### config.mk
export PLATFORM = sky130hd
export DESIGN_NAME = mbt_timing_cfg
export DESIGN_NICKNAME = d
export VERILOG_FILES = /design/src/include/mbt_pkg.sv /design/src/hdl/mbt_timing_cfg.sv
export SDC_FILE = /design/constraint.sdc
export NUM_CORES = 1
export LEC_CHECK = 0
export ABC_CLOCK_PERIOD_IN_PS = 3600
export BUFFER_PORTS_ARGS = -buffer_cell sky130_fd_sc_hd__buf_2
export CAP_MARGIN = 20
export CORE_MARGIN = 8
export CORE_UTILIZATION = 47
export CTS_CLUSTER_SIZE = 28
export DETAILED_ROUTE_END_ITERATION = 6
export GPL_ROUTABILITY_DRIVEN = 0
export PLACE_DENSITY = 0.82
export SLEW_MARGIN = 20
export SYNTH_ARGS = -nofsm -noshare
export SYNTH_HDL_FRONTEND = slang
export SYNTH_SLANG_ARGS = --single-unit
### constraint.sdc
create_clock -name clock -period 3.6 [get_ports clock]
set_clock_uncertainty 0.2 [all_clocks]
set_input_delay 0.36 -clock clock [delete_from_list [all_inputs] [get_ports clock]]
set_output_delay 0.36 -clock clock [all_outputs]
set_load 0.01 [all_outputs]
### src/include/mbt_pkg.sv
package mbt_pkg;
    // register byte addresses
    localparam logic [7:0] ADDR_STROBE_TIMING = 8'h00;
    localparam logic [7:0] ADDR_DRAM_CTRL     = 8'h04;
    localparam logic [7:0] ADDR_STATUS        = 8'h08;
    localparam logic [15:0] STROBE_TIMING_RESET = 16'h0000;
    localparam logic [15:0] DRAM_CTRL_RESET     = 16'h0000;
    localparam logic [15:0] STROBE_WRITE_MASK   = 16'h3BFF;
    // static area timing field positions
    localparam int A4_SETUP_LSB = 11;
    localparam int A4_HOLD_LSB  = 8;
    // dram control field positions
    localparam int TRP0_BIT = 15;
    localparam int RCD0_BIT = 14;
    localparam int TRWL0_BIT = 13;
    localparam int TRAS1_BIT = 12;
    localparam int TRAS0_BIT = 11;
    localparam int BURST_BIT = 10;
    localparam int BANK_ACTIVE_BIT = 9;
    localparam int TRWL1_BIT = 8;
    localparam int AMX2_BIT = 7;
    localparam int WIDTH_BIT = 6;
    localparam int AMX1_BIT = 5;
    localparam int AMX0_BIT = 4;
    localparam int REFRESH_BIT = 3;
    localparam int SELF_REFRESH_BIT = 2;
    localparam int TRP1_BIT = 1;
    localparam int RCD1_BIT = 0;
    localparam logic [2:0] AREA_BANK_ACTIVE = 3'h3;
    localparam logic [2:0] AREA_FOUR        = 3'h4;
    localparam logic [1:0] RESP_OKAY   = 2'h0;
    localparam logic [1:0] RESP_SLVERR = 2'h2;
    localparam logic [3:0] COUNT_ZERO  = 4'h0;
endpackage

### src/hdl/mbt_timing_cfg.sv
// Chosen here: register access over AXI4-Lite and the placing of the registers.
`timescale 1ns/1ps
// Operation
// - area 4 strobe setup 0.5,1.5,3.5,5.5,7.5 cycles from 3-bit code
// - area 4 address hold 0.5..5.5 cycles, select held 0,1,3,5 cycles
// - areas 0-3 setup and hold 0.5,1.5,2.5 cycles, select hold 0,1,2
// - static timing bits 15, 14, 10 read zero; software writes zero
// - precharge time 1 or 2 cycles before next activation
// - row to column delay 1, 2 or 3 cycles
// - auto-precharge write recovery counted into next activation holdoff
// - bank-active write to precharge 1..3 cycles; synchronous DRAM only
// - DRAM refresh row strobe width 2 to 5 cycles
// - after auto-refresh, activation withheld 3,4,6 or 9 cycles
// - after self-refresh exit, no command for 3,4,6 or 9 cycles, as after auto-refresh
// - burst enable off disables bursting except for synchronous DRAM; on gives page mode
// - burst: 16-bit bus longword/fill/DMA16; 32-bit bus fill/DMA16
// - synchronous DRAM accesses always burst
// - bank-active mode only for area 3; otherwise auto-precharge
module mbt_timing_cfg (
    input  wire logic        clock,
    input  wire logic        rst_n,
    input  wire logic [7:0]  s_axi_awaddr,
    input  wire logic        s_axi_awvalid,
    output logic             s_axi_awready,
    input  wire logic [31:0] s_axi_wdata,
    input  wire logic [3:0]  s_axi_wstrb,
    input  wire logic        s_axi_wvalid,
    output logic             s_axi_wready,
    output logic [1:0]       s_axi_bresp,
    output logic             s_axi_bvalid,
    input  wire logic        s_axi_bready,
    input  wire logic [7:0]  s_axi_araddr,
    input  wire logic        s_axi_arvalid,
    output logic             s_axi_arready,
    output logic [31:0]      s_axi_rdata,
    output logic [1:0]       s_axi_rresp,
    output logic             s_axi_rvalid,
    input  wire logic        s_axi_rready,
    input  wire logic [2:0]  accArea,
    input  wire logic        accSdram,
    input  wire logic        accLongword,
    input  wire logic        accCacheFill,
    input  wire logic        accDma16,
    input  wire logic        prechargeStart,
    input  wire logic        autoRefreshCmd,
    input  wire logic        writeCmdDone,
    input  wire logic        selfRefreshExit,
    output logic [2:0]       setupCycles,
    output logic [2:0]       holdCycles,
    output logic [2:0]       csHoldCycles,
    output logic             strobeOppositePhase,
    output logic             burstOn,
    output logic             autoPrecharge,
    output logic [1:0]       prechargeCycles,
    output logic [1:0]       rowColCycles,
    output logic [1:0]       writeRecCycles,
    output logic [2:0]       rasRefreshWidth,
    output logic             activateBlocked,
    output logic             commandInhibit,
    output logic [2:0]       addressMultiplexSel,
    output logic             memoryWidthSel,
    output logic             refreshOn,
    output logic             selfRefreshSel
);
    logic        awHeld;
    logic        wHeld;
    logic [7:0]  wrAddr;
    logic [15:0] wrData;
    logic [1:0]  wrStrb;
    logic [15:0] strobeTiming;
    logic [15:0] dramCtrl;
    logic        next_awHeld;
    logic        next_wHeld;
    logic [7:0]  next_wrAddr;
    logic [15:0] next_wrData;
    logic [1:0]  next_wrStrb;
    logic [15:0] next_strobeTiming;
    logic [15:0] next_dramCtrl;
    logic        next_awReady;
    logic        next_wReady;
    logic        next_bValid;
    logic [1:0]  next_bResp;
    logic        next_arReady;
    logic        next_rValid;
    logic [31:0] next_rData;
    logic [1:0]  next_rResp;
    logic [15:0] mergedData;
    logic [3:0]  actCount;
    logic [3:0]  inhibitCount;
    logic [3:0]  next_actCount;
    logic [3:0]  next_inhibitCount;
    logic [3:0]  refRecovery;
    logic [3:0]  preLoad;
    logic [3:0]  wrLoad;
    logic [1:0]  trpCode;
    logic [1:0]  rcdCode;
    logic [1:0]  trwlCode;
    logic [1:0]  trasCode;
    logic [2:0]  next_setup;
    logic [2:0]  next_hold;
    logic [2:0]  next_csHold;
    logic        next_burst;
    logic        next_autoPre;
    logic [1:0]  areaCode;

    // bus slave: address and data taken in either order, answer after both
    always_comb
    begin
        next_awHeld = awHeld;
        next_wHeld = wHeld;
        next_wrAddr = wrAddr;
        next_wrData = wrData;
        next_wrStrb = wrStrb;
        next_strobeTiming = strobeTiming;
        next_dramCtrl = dramCtrl;
        next_bValid = s_axi_bvalid & ~s_axi_bready;
        next_bResp = s_axi_bresp;
        next_rValid = s_axi_rvalid & ~s_axi_rready;
        next_rData = s_axi_rdata;
        next_rResp = s_axi_rresp;
        mergedData = 16'h0000;
        if (s_axi_awvalid && s_axi_awready)
        begin
            next_awHeld = 1'b1;
            next_wrAddr = s_axi_awaddr;
        end
        if (s_axi_wvalid && s_axi_wready)
        begin
            next_wHeld = 1'b1;
            next_wrData = s_axi_wdata[15:0];
            next_wrStrb = s_axi_wstrb[1:0];
        end
        if (awHeld && wHeld && !s_axi_bvalid)
        begin
            next_awHeld = 1'b0;
            next_wHeld = 1'b0;
            next_bValid = 1'b1;
            next_bResp = mbt_pkg::RESP_OKAY;
            unique case (wrAddr)
                mbt_pkg::ADDR_STROBE_TIMING:
                begin
                    mergedData[15:8] = wrStrb[1] ? wrData[15:8] : strobeTiming[15:8];
                    mergedData[7:0] = wrStrb[0] ? wrData[7:0] : strobeTiming[7:0];
                    next_strobeTiming = mergedData & mbt_pkg::STROBE_WRITE_MASK;
                end
                mbt_pkg::ADDR_DRAM_CTRL:
                begin
                    mergedData[15:8] = wrStrb[1] ? wrData[15:8] : dramCtrl[15:8];
                    mergedData[7:0] = wrStrb[0] ? wrData[7:0] : dramCtrl[7:0];
                    next_dramCtrl = mergedData;
                end
                mbt_pkg::ADDR_STATUS:
                    next_bResp = mbt_pkg::RESP_SLVERR;
                default:
                    next_bResp = mbt_pkg::RESP_SLVERR;
            endcase
        end
        if (s_axi_arvalid && s_axi_arready)
        begin
            next_rValid = 1'b1;
            next_rResp = mbt_pkg::RESP_OKAY;
            unique case (s_axi_araddr)
                mbt_pkg::ADDR_STROBE_TIMING:
                    next_rData = {16'h0000, strobeTiming};
                mbt_pkg::ADDR_DRAM_CTRL:
                    next_rData = {16'h0000, dramCtrl};
                mbt_pkg::ADDR_STATUS:
                    next_rData = {22'h0, commandInhibit, activateBlocked,
                                  inhibitCount, actCount};
                default:
                begin
                    next_rData = 32'h00000000;
                    next_rResp = mbt_pkg::RESP_SLVERR;
                end
            endcase
        end
        next_awReady = ~next_awHeld & ~(next_awHeld & next_wHeld) & ~next_bValid;
        next_wReady = ~next_wHeld & ~next_bValid;
        next_arReady = ~next_rValid;
    end

    always_ff @(posedge clock)
    begin
        if (!rst_n)
        begin
            awHeld <= 1'b0;
            wHeld <= 1'b0;
            wrAddr <= 8'h00;
            wrData <= 16'h0000;
            wrStrb <= 2'h0;
            strobeTiming <= mbt_pkg::STROBE_TIMING_RESET;
            dramCtrl <= mbt_pkg::DRAM_CTRL_RESET;
            s_axi_awready <= 1'b0;
            s_axi_wready <= 1'b0;
            s_axi_bvalid <= 1'b0;
            s_axi_bresp <= mbt_pkg::RESP_OKAY;
            s_axi_arready <= 1'b0;
            s_axi_rvalid <= 1'b0;
            s_axi_rdata <= 32'h00000000;
            s_axi_rresp <= mbt_pkg::RESP_OKAY;
        end
        else
        begin
            awHeld <= next_awHeld;
            wHeld <= next_wHeld;
            wrAddr <= next_wrAddr;
            wrData <= next_wrData;
            wrStrb <= next_wrStrb;
            strobeTiming <= next_strobeTiming;
            dramCtrl <= next_dramCtrl;
            s_axi_awready <= next_awReady;
            s_axi_wready <= next_wReady;
            s_axi_bvalid <= next_bValid;
            s_axi_bresp <= next_bResp;
            s_axi_arready <= next_arReady;
            s_axi_rvalid <= next_rValid;
            s_axi_rdata <= next_rData;
            s_axi_rresp <= next_rResp;
        end
    end

    // timing decode and activation holdoff
    always_comb
    begin
        trpCode = {dramCtrl[mbt_pkg::TRP1_BIT], dramCtrl[mbt_pkg::TRP0_BIT]};
        rcdCode = {dramCtrl[mbt_pkg::RCD1_BIT], dramCtrl[mbt_pkg::RCD0_BIT]};
        trwlCode = {dramCtrl[mbt_pkg::TRWL1_BIT], dramCtrl[mbt_pkg::TRWL0_BIT]};
        trasCode = {dramCtrl[mbt_pkg::TRAS1_BIT], dramCtrl[mbt_pkg::TRAS0_BIT]};
        areaCode = 2'h0;
        next_setup = 3'h0;
        next_hold = 3'h0;
        if (accArea == mbt_pkg::AREA_FOUR)
        begin
            unique case (strobeTiming[mbt_pkg::A4_SETUP_LSB +: 3])
                3'h1: next_setup = 3'h1;
                3'h2: next_setup = 3'h3;
                3'h3: next_setup = 3'h5;
                3'h4: next_setup = 3'h7;
                default: next_setup = 3'h0;
            endcase
            unique case (strobeTiming[mbt_pkg::A4_HOLD_LSB +: 2])
                2'h0: next_hold = 3'h0;
                2'h1: next_hold = 3'h1;
                2'h2: next_hold = 3'h3;
                2'h3: next_hold = 3'h5;
            endcase
        end
        else if (accArea < mbt_pkg::AREA_FOUR)
        begin
            areaCode = strobeTiming[{accArea[1:0], 1'b0} +: 2];
            next_setup = {1'b0, areaCode};
            next_hold = {1'b0, areaCode};
        end
        // cs hold equals whole cycles of address hold
        next_csHold = next_hold;
        if (accSdram)
            next_burst = 1'b1;
        else if (!dramCtrl[mbt_pkg::BURST_BIT])
            next_burst = 1'b0;
        else if (dramCtrl[mbt_pkg::WIDTH_BIT])
            next_burst = accCacheFill | accDma16;
        else
            next_burst = accLongword | accCacheFill | accDma16;
        next_autoPre = accSdram & ~(dramCtrl[mbt_pkg::BANK_ACTIVE_BIT] &
                       (accArea == mbt_pkg::AREA_BANK_ACTIVE));
        unique case (trasCode)
            2'h0: refRecovery = 4'h3;
            2'h1: refRecovery = 4'h4;
            2'h2: refRecovery = 4'h6;
            2'h3: refRecovery = 4'h9;
        endcase
        preLoad = {3'h0, trpCode[0]} + 4'h1;
        wrLoad = {2'h0, trwlCode} + 4'h1 + preLoad;
        next_actCount = (actCount != mbt_pkg::COUNT_ZERO) ? actCount - 4'h1 : actCount;
        if (prechargeStart && preLoad > next_actCount)
            next_actCount = preLoad;
        if (writeCmdDone && next_autoPre && wrLoad > next_actCount)
            next_actCount = wrLoad;
        if (autoRefreshCmd)
            next_actCount = refRecovery;
        next_inhibitCount = (inhibitCount != mbt_pkg::COUNT_ZERO) ?
                            inhibitCount - 4'h1 : inhibitCount;
        if (selfRefreshExit)
            next_inhibitCount = refRecovery;
    end

    always_ff @(posedge clock)
    begin
        if (!rst_n)
        begin
            actCount <= mbt_pkg::COUNT_ZERO;
            inhibitCount <= mbt_pkg::COUNT_ZERO;
            setupCycles <= 3'h0;
            holdCycles <= 3'h0;
            csHoldCycles <= 3'h0;
            strobeOppositePhase <= 1'b0;
            burstOn <= 1'b0;
            autoPrecharge <= 1'b0;
            prechargeCycles <= 2'h1;
            rowColCycles <= 2'h1;
            writeRecCycles <= 2'h1;
            rasRefreshWidth <= 3'h2;
            activateBlocked <= 1'b0;
            commandInhibit <= 1'b0;
            addressMultiplexSel <= 3'h0;
            memoryWidthSel <= 1'b0;
            refreshOn <= 1'b0;
            selfRefreshSel <= 1'b0;
        end
        else
        begin
            actCount <= next_actCount;
            inhibitCount <= next_inhibitCount;
            setupCycles <= next_setup;
            holdCycles <= next_hold;
            csHoldCycles <= next_csHold;
            strobeOppositePhase <= ~accSdram;
            burstOn <= next_burst;
            autoPrecharge <= next_autoPre;
            prechargeCycles <= {1'b0, trpCode[0]} + 2'h1;
            rowColCycles <= rcdCode + 2'h1;
            // zero for anything but synchronous DRAM
            writeRecCycles <= accSdram ? trwlCode + 2'h1 : 2'h0;
            rasRefreshWidth <= {1'b0, trasCode} + 3'h2;
            activateBlocked <= next_actCount != mbt_pkg::COUNT_ZERO;
            commandInhibit <= next_inhibitCount != mbt_pkg::COUNT_ZERO;
            addressMultiplexSel <= {dramCtrl[mbt_pkg::AMX2_BIT],
                                    dramCtrl[mbt_pkg::AMX1_BIT], dramCtrl[mbt_pkg::AMX0_BIT]};
            memoryWidthSel <= dramCtrl[mbt_pkg::WIDTH_BIT];
            refreshOn <= dramCtrl[mbt_pkg::REFRESH_BIT];
            selfRefreshSel <= dramCtrl[mbt_pkg::SELF_REFRESH_BIT];
        end
    end
endmodule

==> results.cfg, run 1 <==
[die]
die_h_um = 117
num_io_pins = 140
initial_utilization_pct = 47.7
die_w_um = 117
floorplan.rows = 37
core_area_um2 = 10100
die_area_um2 = 13800

[run_status]
failed_checks = setup timing
outcome = finished, violations left

[synth]
syn_inst = 586
synth_top_family_by_area = simple AND/OR/NAND/NOR gates
synth_top_area_share_pct = 47.2
synth-edff-count = 0
synth_simple_gate_area_share_pct = 22.5
async_flop_share_pct = 0
yosysWarnings = 0
synth_fa_ha_area_share_pct = 3.00
synthDistinctLibCells = 53
synth_seq_area_share_pct = 47.2
ys_ff_latch = 114
synth-xor-area-share_pct = 1.09
synth_area_um2 = 4830
yosys-top-cells-area = dfxtp_1, a21oi_1, nand2_1
ys.flop_type = dfxtp_1
yosys.area.top_type = dfxtp_1
avgSynthCellArea_um2 = 8.25
synth_mux_area_share_pct = 5.10
synth_compound_area_share_pct = 13.7

[grt]
grt.overflow.total = 0
antenna_found_initial = 0
grt_usage_pct = 19.5
grt_pass1_vias = 4657
grt_pass1_wl_mm = 22.0
grt_start_max_net_pins = 64

[timing]
setup_ws_ns = -0.0475
period_needed_ns = 3.65
worstMarginPinSlew_ns = 0.730
hold_violations = 0
holdWs_ns = 0.0134
finalMaxSlewViolations = 0
fmax_ghz = 0.274
max_slew_margin_pct = 51.3
min_period_over_period_pct = 101
setup_viol = 1
grt_setup_unrepaired = true

[place]
portBuffers = 103
dp.cells = 797
dp_hpwl_mm = 9.26
pre_cts_ws_ns = -0.161

[final_layout]
layout-drive-gt1-share_pct = 22.6
final_cells = 874
final_util_pct = 63.9
area_growth_pct = 33.9
diodes = 0
finalNetCount = 806

[detailed_routing]
wl_mm = 13.9
wire_per_inst_um = 15.9
vias = 4598
drc_errors = 0
via_per_inst = 5.26
firstDrtPassIters = 5
antenna_left = 0
drt_iter0_markers = 355

[setup_path]
slowest_delay_ns = 0.36
cp_cell_sequence = inv_4, ha_4, nor3b_4, xnor2_2, ha_1, o211ai_1, nand2_1, or2_4, ha_4, nand3_2, nand4_1, buf_4, a21oi_1, mux2i_1, a2111oi_4, o21ai_1
cpMaxStageDelayCell = dfxtp_4
arrival_ns = 3.83
crit_type = flip-flop to flip-flop
startpoint_type = flip-flop
cpMostUsedCell = ha_4
cp.required_ns = 3.78
cp-end-kind = flip-flop
crit_fanout = 3

[min_path]
hold_class = primary input to flip-flop

[power_and_ir_drop]
p_per_area_nw_per_um2 = 529
p_leak_nw = 2.70
peakVddDrop_uv = 324
total_power_mw = 3.43

[clock_tree]
clkTransAtPathRegs_ns = 0.06
cts_tree = yes
ctsHtreeMaxLevel = 4
clk_path_buf_depth = 2
insertion_delay_ns = 0.52
ctsRootBufferMaster = clkbuf_8
numClockSinks = 114
cts_buffers = 17

[job]
cap_violations = 0
## area by class of cell
type | instances | area, µm²
clock buffer | 23 | 487
tap | 136 | 170
timing repair buffer | 152 | 983
inverter | 20 | 77.6
fill | 791 | 3660
clock inverter | 9 | 126
sequential | 114 | 2290
multi-input combinational | 420 | 2340
## sequential cells by signal, indices dropped and copies added, names as in the netlist, 2 cells and up
name / cells
dramCtrl: 16
s_axi_rdata: 16
wrData: 16
strobeTiming: 13
wrAddr: 8
actCount: 4
inhibitCount: 4
addressMultiplexSel: 3
csHoldCycles: 3
rasRefreshWidth: 3
setupCycles: 3
prechargeCycles: 2
rowColCycles: 2
wrStrb: 2
writeRecCycles: 2
## path summary, 6_finish.rpt
check | from | cells after the start | end | slack [ns]
setup / recovery | actCount[1] | 16 | activateBlocked | -0.05
hold / removal | accArea[2] | 4 | setupCycles[1] | 0.01
setup reg to reg | actCount[1] | 16 | activateBlocked | -0.05
hold reg to reg | s_axi_rdata[12] | 2 | s_axi_rdata[12] | 0.25
## stage by stage
stage	TNS, ns	instance area [µm²]
global route	-0.154	6470
floorplan	0	4900
finish	-0.0475	6470
CTS	0	6390
detailed placement	-0.177	5340
global placement	0	5340
## critical path: cells and delay by family, from the launching register on
kind / cells / cell delay, ns
muxes: 1 / 0.17
and+or+nand+nor: 5 / 0.86
adders and majority gates: 3 / 0.70
xor gates and xnor gates: 1 / 0.13
buffers and inverters: 2 / 0.24
DFF: 1 / 0.36
AOI/OAI and AO/OA: 4 / 0.85
## report_power, final
group	internal, mW	switching (mW)	total [mW]	leakage, nW
Clock	1.14	0.565	1.71	0.304
Sequential	1.30	0.0317	1.33	0.927
Combinational	0.183	0.207	0.390	1.47
## metal layers
layer	up-vias	track usage, %	share of wire, %
li1	2215	-	-
met1	2161	20.8	40
met2	185	34.4	51
met3	37	6.28	6.6
met4	0	8.35	2.4
met5	-	0	0
## what timing repair did
| action | CTS | global route |
|---|---|---|
| endpoints found under the hold margin | 38 | 0 |
| pin swaps | 1 | 10 |
| resized for setup | 9 | 11 |
| endpoints found under the setup margin | 2 | 4 |
| setup buffers | 1 | 5 |
| hold buffers | 40 | 0 |
## kinds of logic after synthesis
logic type	count (synthesis)
buf+inv	69
other cells	1
xor+xnor	6
compound gates	120
flops	114
simple gates	242
mux	23
fa+ha+maj	11
## cells in the mapped netlist (all sizes together), types with 5 or more instances
cell and n:
xnor2 5, a21oi 93, inv 20, ha 10
and2 8, nand3 17, nor2 58, o21ai 8
nand2 120, clkbuf 21, mux2i 19, dfxtp 114
nor3 6, and3 5, buf 28, nor2b 5
## layout by cell type, fill, tap and decap left out, types with 4 or more instances in the layout
cell type	instances
o21ai_0	6
buf_4	9
clkbuf_16	16
nor2_1	58
ha_1	8
nand3_1	16
xnor2_1	4
dfxtp_1	113
mux2i_1	18
conb_1	18
clkinv_2	4
nand2_1	119
inv_1	17
and2_1	8
nor3_1	5
clkbuf_8	6
buf_2	103
nand2b_1	4
and3_1	5
a21oi_1	93
nor2b_1	4
or3_1	4
dlygate4sd3_1	40
(Power assumes the default switching activity.)
==> run 2, diff against run 1 <==
--- a/config.mk
+++ b/config.mk
@@ -8,8 +8,11 @@
 export ABC_CLOCK_PERIOD_IN_PS = 3600
 export BUFFER_PORTS_ARGS = -buffer_cell sky130_fd_sc_hd__buf_2
 export CAP_MARGIN = 20
+export CELL_PAD_IN_SITES_DETAIL_PLACEMENT = 0
+export CELL_PAD_IN_SITES_GLOBAL_PLACEMENT = 1
 export CORE_MARGIN = 8
-export CORE_UTILIZATION = 47
+export CORE_UTILIZATION = 34
+export CTS_CLUSTER_DIAMETER = 150
 export CTS_CLUSTER_SIZE = 28
 export DETAILED_ROUTE_END_ITERATION = 6
 export GPL_ROUTABILITY_DRIVEN = 0
==> run 2 against run 1 <==
  * The run now ends clean
  * Via count down 7.3%
  * Utilization decreased by 18 points
  * Maximum frequency up 3.4%
  * Sequential power about the same
  * Critical path depth decreased by 1
  * Sequential share of layout area grew 0.78 points
  * Final cell count grew 3.0%
  * Die area up 33%
  * Global-route usage shrank 4.8 points
  * Total power down 1.0%
==> results.cfg, run 2 (synthesis gave the netlist of run 1 again) <==
[power_and_ir_drop]
power_frac_clock_pct = 50.4
total_power_mw = 3.39
p_per_area_nw_per_um2 = 536
internal-power_mw = 2.58
combinationalPowerShare_pct = 10.5
switchingPower_mw = 0.807
p_leak_nw = 2.62
switching_share_pct = 23.8
peakVddDrop_uv = 285
p_seq_share_pct = 39.1

[detailed_routing]
wire_per_inst_um = 14.5
wl_mm = 13.1
via_per_inst = 4.74
firstDrtPassIters = 4
drt_iter0_markers = 245
vias = 4262
antenna_left = 0
drc_errors = 0

[timing]
max_slew_margin_pct = 49.0
min_period_over_period_pct = 98.0
holdWs_ns = 0.0120
setup_viol = 0
hold_violations = 0
period_needed_ns = 3.53
fmax_ghz = 0.283
grt_setup_unrepaired = true
setup_ws_ns = 0.0720
fin_tns_setup_ns = 0
worstMarginPinSlew_ns = 0.763
finalMaxSlewViolations = 0

[setup_path]
reg2reg_depth = 15
crit_path_start = actCount[1]
cp-end-kind = flip-flop
cp.required_ns = 3.66
rrSetupSlack_ns = 0.07
startpoint_type = flip-flop
arrival_ns = 3.59
r2r_start = actCount[1]
crit_fanout = 4
crit_type = flip-flop to flip-flop
rr_endpoint = activateBlocked

[clock_tree]
clkTransAtPathRegs_ns = 0.06
cts_buffers = 17
numClockSinks = 114
ctsRootBufferMaster = clkbuf_16
cts_tree = yes
insertion_delay_ns = 0.42
clk_path_buf_depth = 2
ctsHtreeMaxLevel = 4

[final_layout]
nFillCells = 1364
finalNetCount = 788
layout-drive-gt1-share_pct = 23.2
final_cells = 900
final_util_pct = 45.6
diodes = 0
mostFrequentLayoutCell = nand2_1
final_cell_mix = nand2_1, dfxtp_1, buf_2
area_growth_pct = 30.9
top_regs = dramCtrl x16, s_axi_rdata x16, wrData x16
final_area_um2 = 6330

[grt]
grt.overflow.total = 0
use_met1_pct = 16.8
use_met2_pct = 24.4
grt_pass1_wl_mm = 21.3
grt_usage_pct = 14.6
antenna_found_initial = 0
grt_start_max_net_pins = 49
top_usage_layer = met2
use_met3_pct = 4.30
grt_pass1_vias = 4436

[die]
initial_utilization_pct = 34.8
num_io_pins = 140
die_h_um = 135
core_area_um2 = 13900
floorplan.rows = 43
die_w_um = 135
die_area_um2 = 18300

[min_path]
min_from = s_axi_wdata[8]
hold_depth = 3
worstHoldEndpoint = wrData[8]
hold_class = primary input to flip-flop

[place]
dp.cells = 843
dpl_cell_area_um2 = 5410
pre_cts_ws_ns = -0.0784
dp_hpwl_mm = 9.70
portBuffers = 103

[run_status]
outcome = completed

[job]
cap_violations = 0
## run 2: cell types whose count changed in the layout (fill, tap and decap cells not counted), sizes merged
cell         before  now
inv              20   21
clkinv            5    3
clkinvlp          1    6
dlygate4sd3      40   22
clkbuf           23   19
## run 2: area by class of cell
type | instances | area, µm² | area share (%)
flip-flops and latches | 114 | 2280 | 36.1
well taps | 180 | 225 | 3.56
multi-input cells | 420 | 2330 | 36.8
repair buffers | 134 | 803 | 12.7
clock inverters | 13 | 159 | 2.51
clock buffers | 19 | 453 | 7.16
inverters | 20 | 75.1 | 1.19
## run 2: power by group through the flow
stage / Combinational (mW) / Clock [mW] / Sequential [mW]
floorplan: 0.205 / 0 / 1.35
global placement: 0.279 / 0 / 1.35
detailed placement: 0.291 / 0 / 1.35
CTS: 0.315 / 1.74 / 1.33
global route: 0.393 / 1.81 / 1.33
finish: 0.356 / 1.71 / 1.33
## run 2: routing by layer
metal  part of all wire, %  up-vias
met1                    44     1949
li1                      -     2165
met2                    48      130
met4                   1.7        0
met3                   6.3       18
met5                     0        -
## run 2: critical path, cell delays in order (launching register included)
cell,delay [ns]
dfxtp_2,0.32
inv_2,0.07
ha_4,0.14
nor3b_4,0.27
xnor2_2,0.12
ha_1,0.32
nor4_2,0.05
mux2_4,0.28
or2_4,0.25
ha_4,0.21
nand3_2,0.05
nand4_1,0.13
a211oi_2,0.33
nand2_1,0.14
a2111oi_2,0.39
o21ai_1,0.10
## run 2: how the worst max path moves through the flow
stage                 endpoint  slack [ns]
6_report       activateBlocked        0.07
3_3_place_gp   activateBlocked        0.09
2_1_floorplan  activateBlocked        0.05
5_1_grt        activateBlocked       -0.13
4_1_cts        activateBlocked        0.02
3_5_place_dp   activateBlocked       -0.08
## run 2: timing repair
item / 4_1_cts / 5_1_grt
gates resized for setup: 2 / 13
hold buffers: 22 / 0
setup endpoints to repair: 1 / 4
endpoints found under the hold margin: 22 / 0
setup buffers: 0 / 3
pin swaps: 1 / 11
==> run 3, diff against run 2 <==
--- a/config.mk
+++ b/config.mk
@@ -17,6 +17,7 @@
 export DETAILED_ROUTE_END_ITERATION = 6
 export GPL_ROUTABILITY_DRIVEN = 0
 export PLACE_DENSITY = 0.82
+export SETUP_SLACK_MARGIN = 0.1
 export SLEW_MARGIN = 20
 export SYNTH_ARGS = -nofsm -noshare
 export SYNTH_HDL_FRONTEND = slang
==> run 3 against run 2 <==
  * Clock-buffer cell count grew 3
  * Flip-flop and latch count is the same
  * Cell area grew 1.3%
  * Total power shrank 1.4%
  * Non-clock buffer count grew 10
  * Highest routed layer unchanged
  * Maximum frequency grew 0.23%
  * Sequential power is essentially flat
  * Clock power shrank 6%
  * Worst hold slack gained 0.022 ns
  * Final cell count grew 1.1%
  * First-iteration DRC count grew 7.3%
==> results.cfg, run 3 (synthesis gave the netlist of run 1 again) <==
[power_and_ir_drop]
p_leak_nw = 2.67
p_per_area_nw_per_um2 = 522
total_power_mw = 3.35
peakVddDrop_uv = 308

[timing]
max_slew_margin_pct = 48.9
worstMarginPinSlew_ns = 0.765
setup_ws_ns = 0.0801
setup_viol = 0
period_needed_ns = 3.52
hold_violations = 0
fmax_ghz = 0.284
grt_setup_unrepaired = true
fin_tns_setup_ns = 0
finalMaxSlewViolations = 0
min_period_over_period_pct = 97.8
holdWs_ns = 0.0336

[final_layout]
finalNetCount = 798
layout-drive-gt1-share_pct = 23.6
final_cells = 910
final_cell_mix = nand2_1, dfxtp_1, buf_2
final_area_um2 = 6410
diodes = 0
top_regs = dramCtrl x16, s_axi_rdata x16, wrData x16
area_growth_pct = 32.6
mostFrequentLayoutCell = nand2_1
final_util_pct = 46.2

[setup_path]
cp-end-kind = flip-flop
r2r_start = actCount[1]
arrival_ns = 3.59
cp.required_ns = 3.67
rr_endpoint = activateBlocked
reg2reg_depth = 15
rrSetupSlack_ns = 0.08
startpoint_type = flip-flop
crit_type = flip-flop to flip-flop
crit_fanout = 4

[die]
die_area_um2 = 18300
die_w_um = 135
initial_utilization_pct = 34.8
die_h_um = 135
num_io_pins = 140
core_area_um2 = 13900
floorplan.rows = 43

[run_status]
outcome = completed

[detailed_routing]
drc_errors = 0
vias = 4329
via_per_inst = 4.76
wl_mm = 13.3
antenna_left = 0
wire_per_inst_um = 14.6
firstDrtPassIters = 5
drt_iter0_markers = 263

[job]
cap_violations = 0

[place]
dpl_cell_area_um2 = 5400
dp_hpwl_mm = 9.84
portBuffers = 103
pre_cts_ws_ns = -0.145
dp.cells = 842

[grt]
grt_usage_pct = 14.7
grt_start_max_net_pins = 49
use_met3_pct = 5.04
grt.overflow.total = 0
use_met1_pct = 17.2
grt_pass1_wl_mm = 21.5
top_usage_layer = met2
use_met2_pct = 24.7
grt_pass1_vias = 4473
antenna_found_initial = 0

[min_path]
min_from = s_axi_wdata[11]
hold_class = primary input to flip-flop
hold_depth = 3
worstHoldEndpoint = wrData[11]

[clock_tree]
insertion_delay_ns = 0.41
numClockSinks = 114
clk_path_buf_depth = 2
cts_buffers = 17
ctsHtreeMaxLevel = 4
clkTransAtPathRegs_ns = 0.06
cts_tree = yes
ctsRootBufferMaster = clkbuf_16
run 3: cell types whose count changed in the layout (fill, tap and decap cells not counted), moves of 2 or more:
cell | before | now
inv_2 | 3 | 1
a21oi_1 | 93 | 91
buf_4 | 9 | 15
clkinv_2 | 3 | 5
dlygate4sd3_1 | 22 | 26
a21oi_2 | 0 | 2
clkinvlp_4 | 6 | 2
clkbuf_1 | 0 | 3
run 3: layout make-up:
| cell class | instances | area [µm²] |
|---|---|---|
| clock buffers | 22 | 464 |
| flip-flops and latches | 114 | 2290 |
| repair buffers | 144 | 888 |
| fillers | 1365 | 7470 |
| clock inverters | 10 | 109 |
| inverters | 20 | 77.6 |
| well taps | 180 | 225 |
| multi-input cells | 420 | 2360 |
run 3: timing repair:
action,4_1_cts,5_1_grt
endpoints found under the setup margin,3,4
buffers inserted,6,4
pin swaps,7,9
hold buffers,26,0
resized for setup,11,11
cloned,0,0
endpoints found under the hold margin,26,0
run 3: report_power, final:
part           internal (mW)  leakage [nW]  switching, mW
Combinational          0.198          1.46          0.209
Clock                   1.05         0.280          0.562
Sequential              1.30         0.927         0.0300
run 3: critical path, stage by stage (launching register included):
cell and delay, ns:
dfxtp_4 0.35, inv_4 0.06, ha_4 0.12, nor3b_4 0.31, xnor2_2 0.11, ha_1 0.30, nor4_1 0.05, mux2_4 0.28
or2_4 0.24, ha_4 0.28, nand3_2 0.08, nand4_1 0.15, a211oi_2 0.08, a211o_1 0.30, a2111oi_4 0.36, o21ai_1 0.10
run 3: how the worst max path moves through the flow:
stage / cells after the start / from / slack [ns] / endpoint
6_report: 15 / actCount[1] / 0.08 / activateBlocked
3_5_place_dp: 15 / actCount[1] / -0.15 / activateBlocked
3_3_place_gp: 15 / actCount[1] / 0.07 / activateBlocked
2_1_floorplan: 15 / actCount[0] / 0.10 / activateBlocked
5_1_grt: 15 / actCount[0] / -0.07 / activateBlocked
4_1_cts: 15 / actCount[1] / 0.12 / activateBlocked
run 3: per-layer routing:
layer  wire length [µm]  vias up
met4                250        0
li1                   -     2191
met2               6370      137
met3                960       22
met5                  0        -
met1               5680     1979
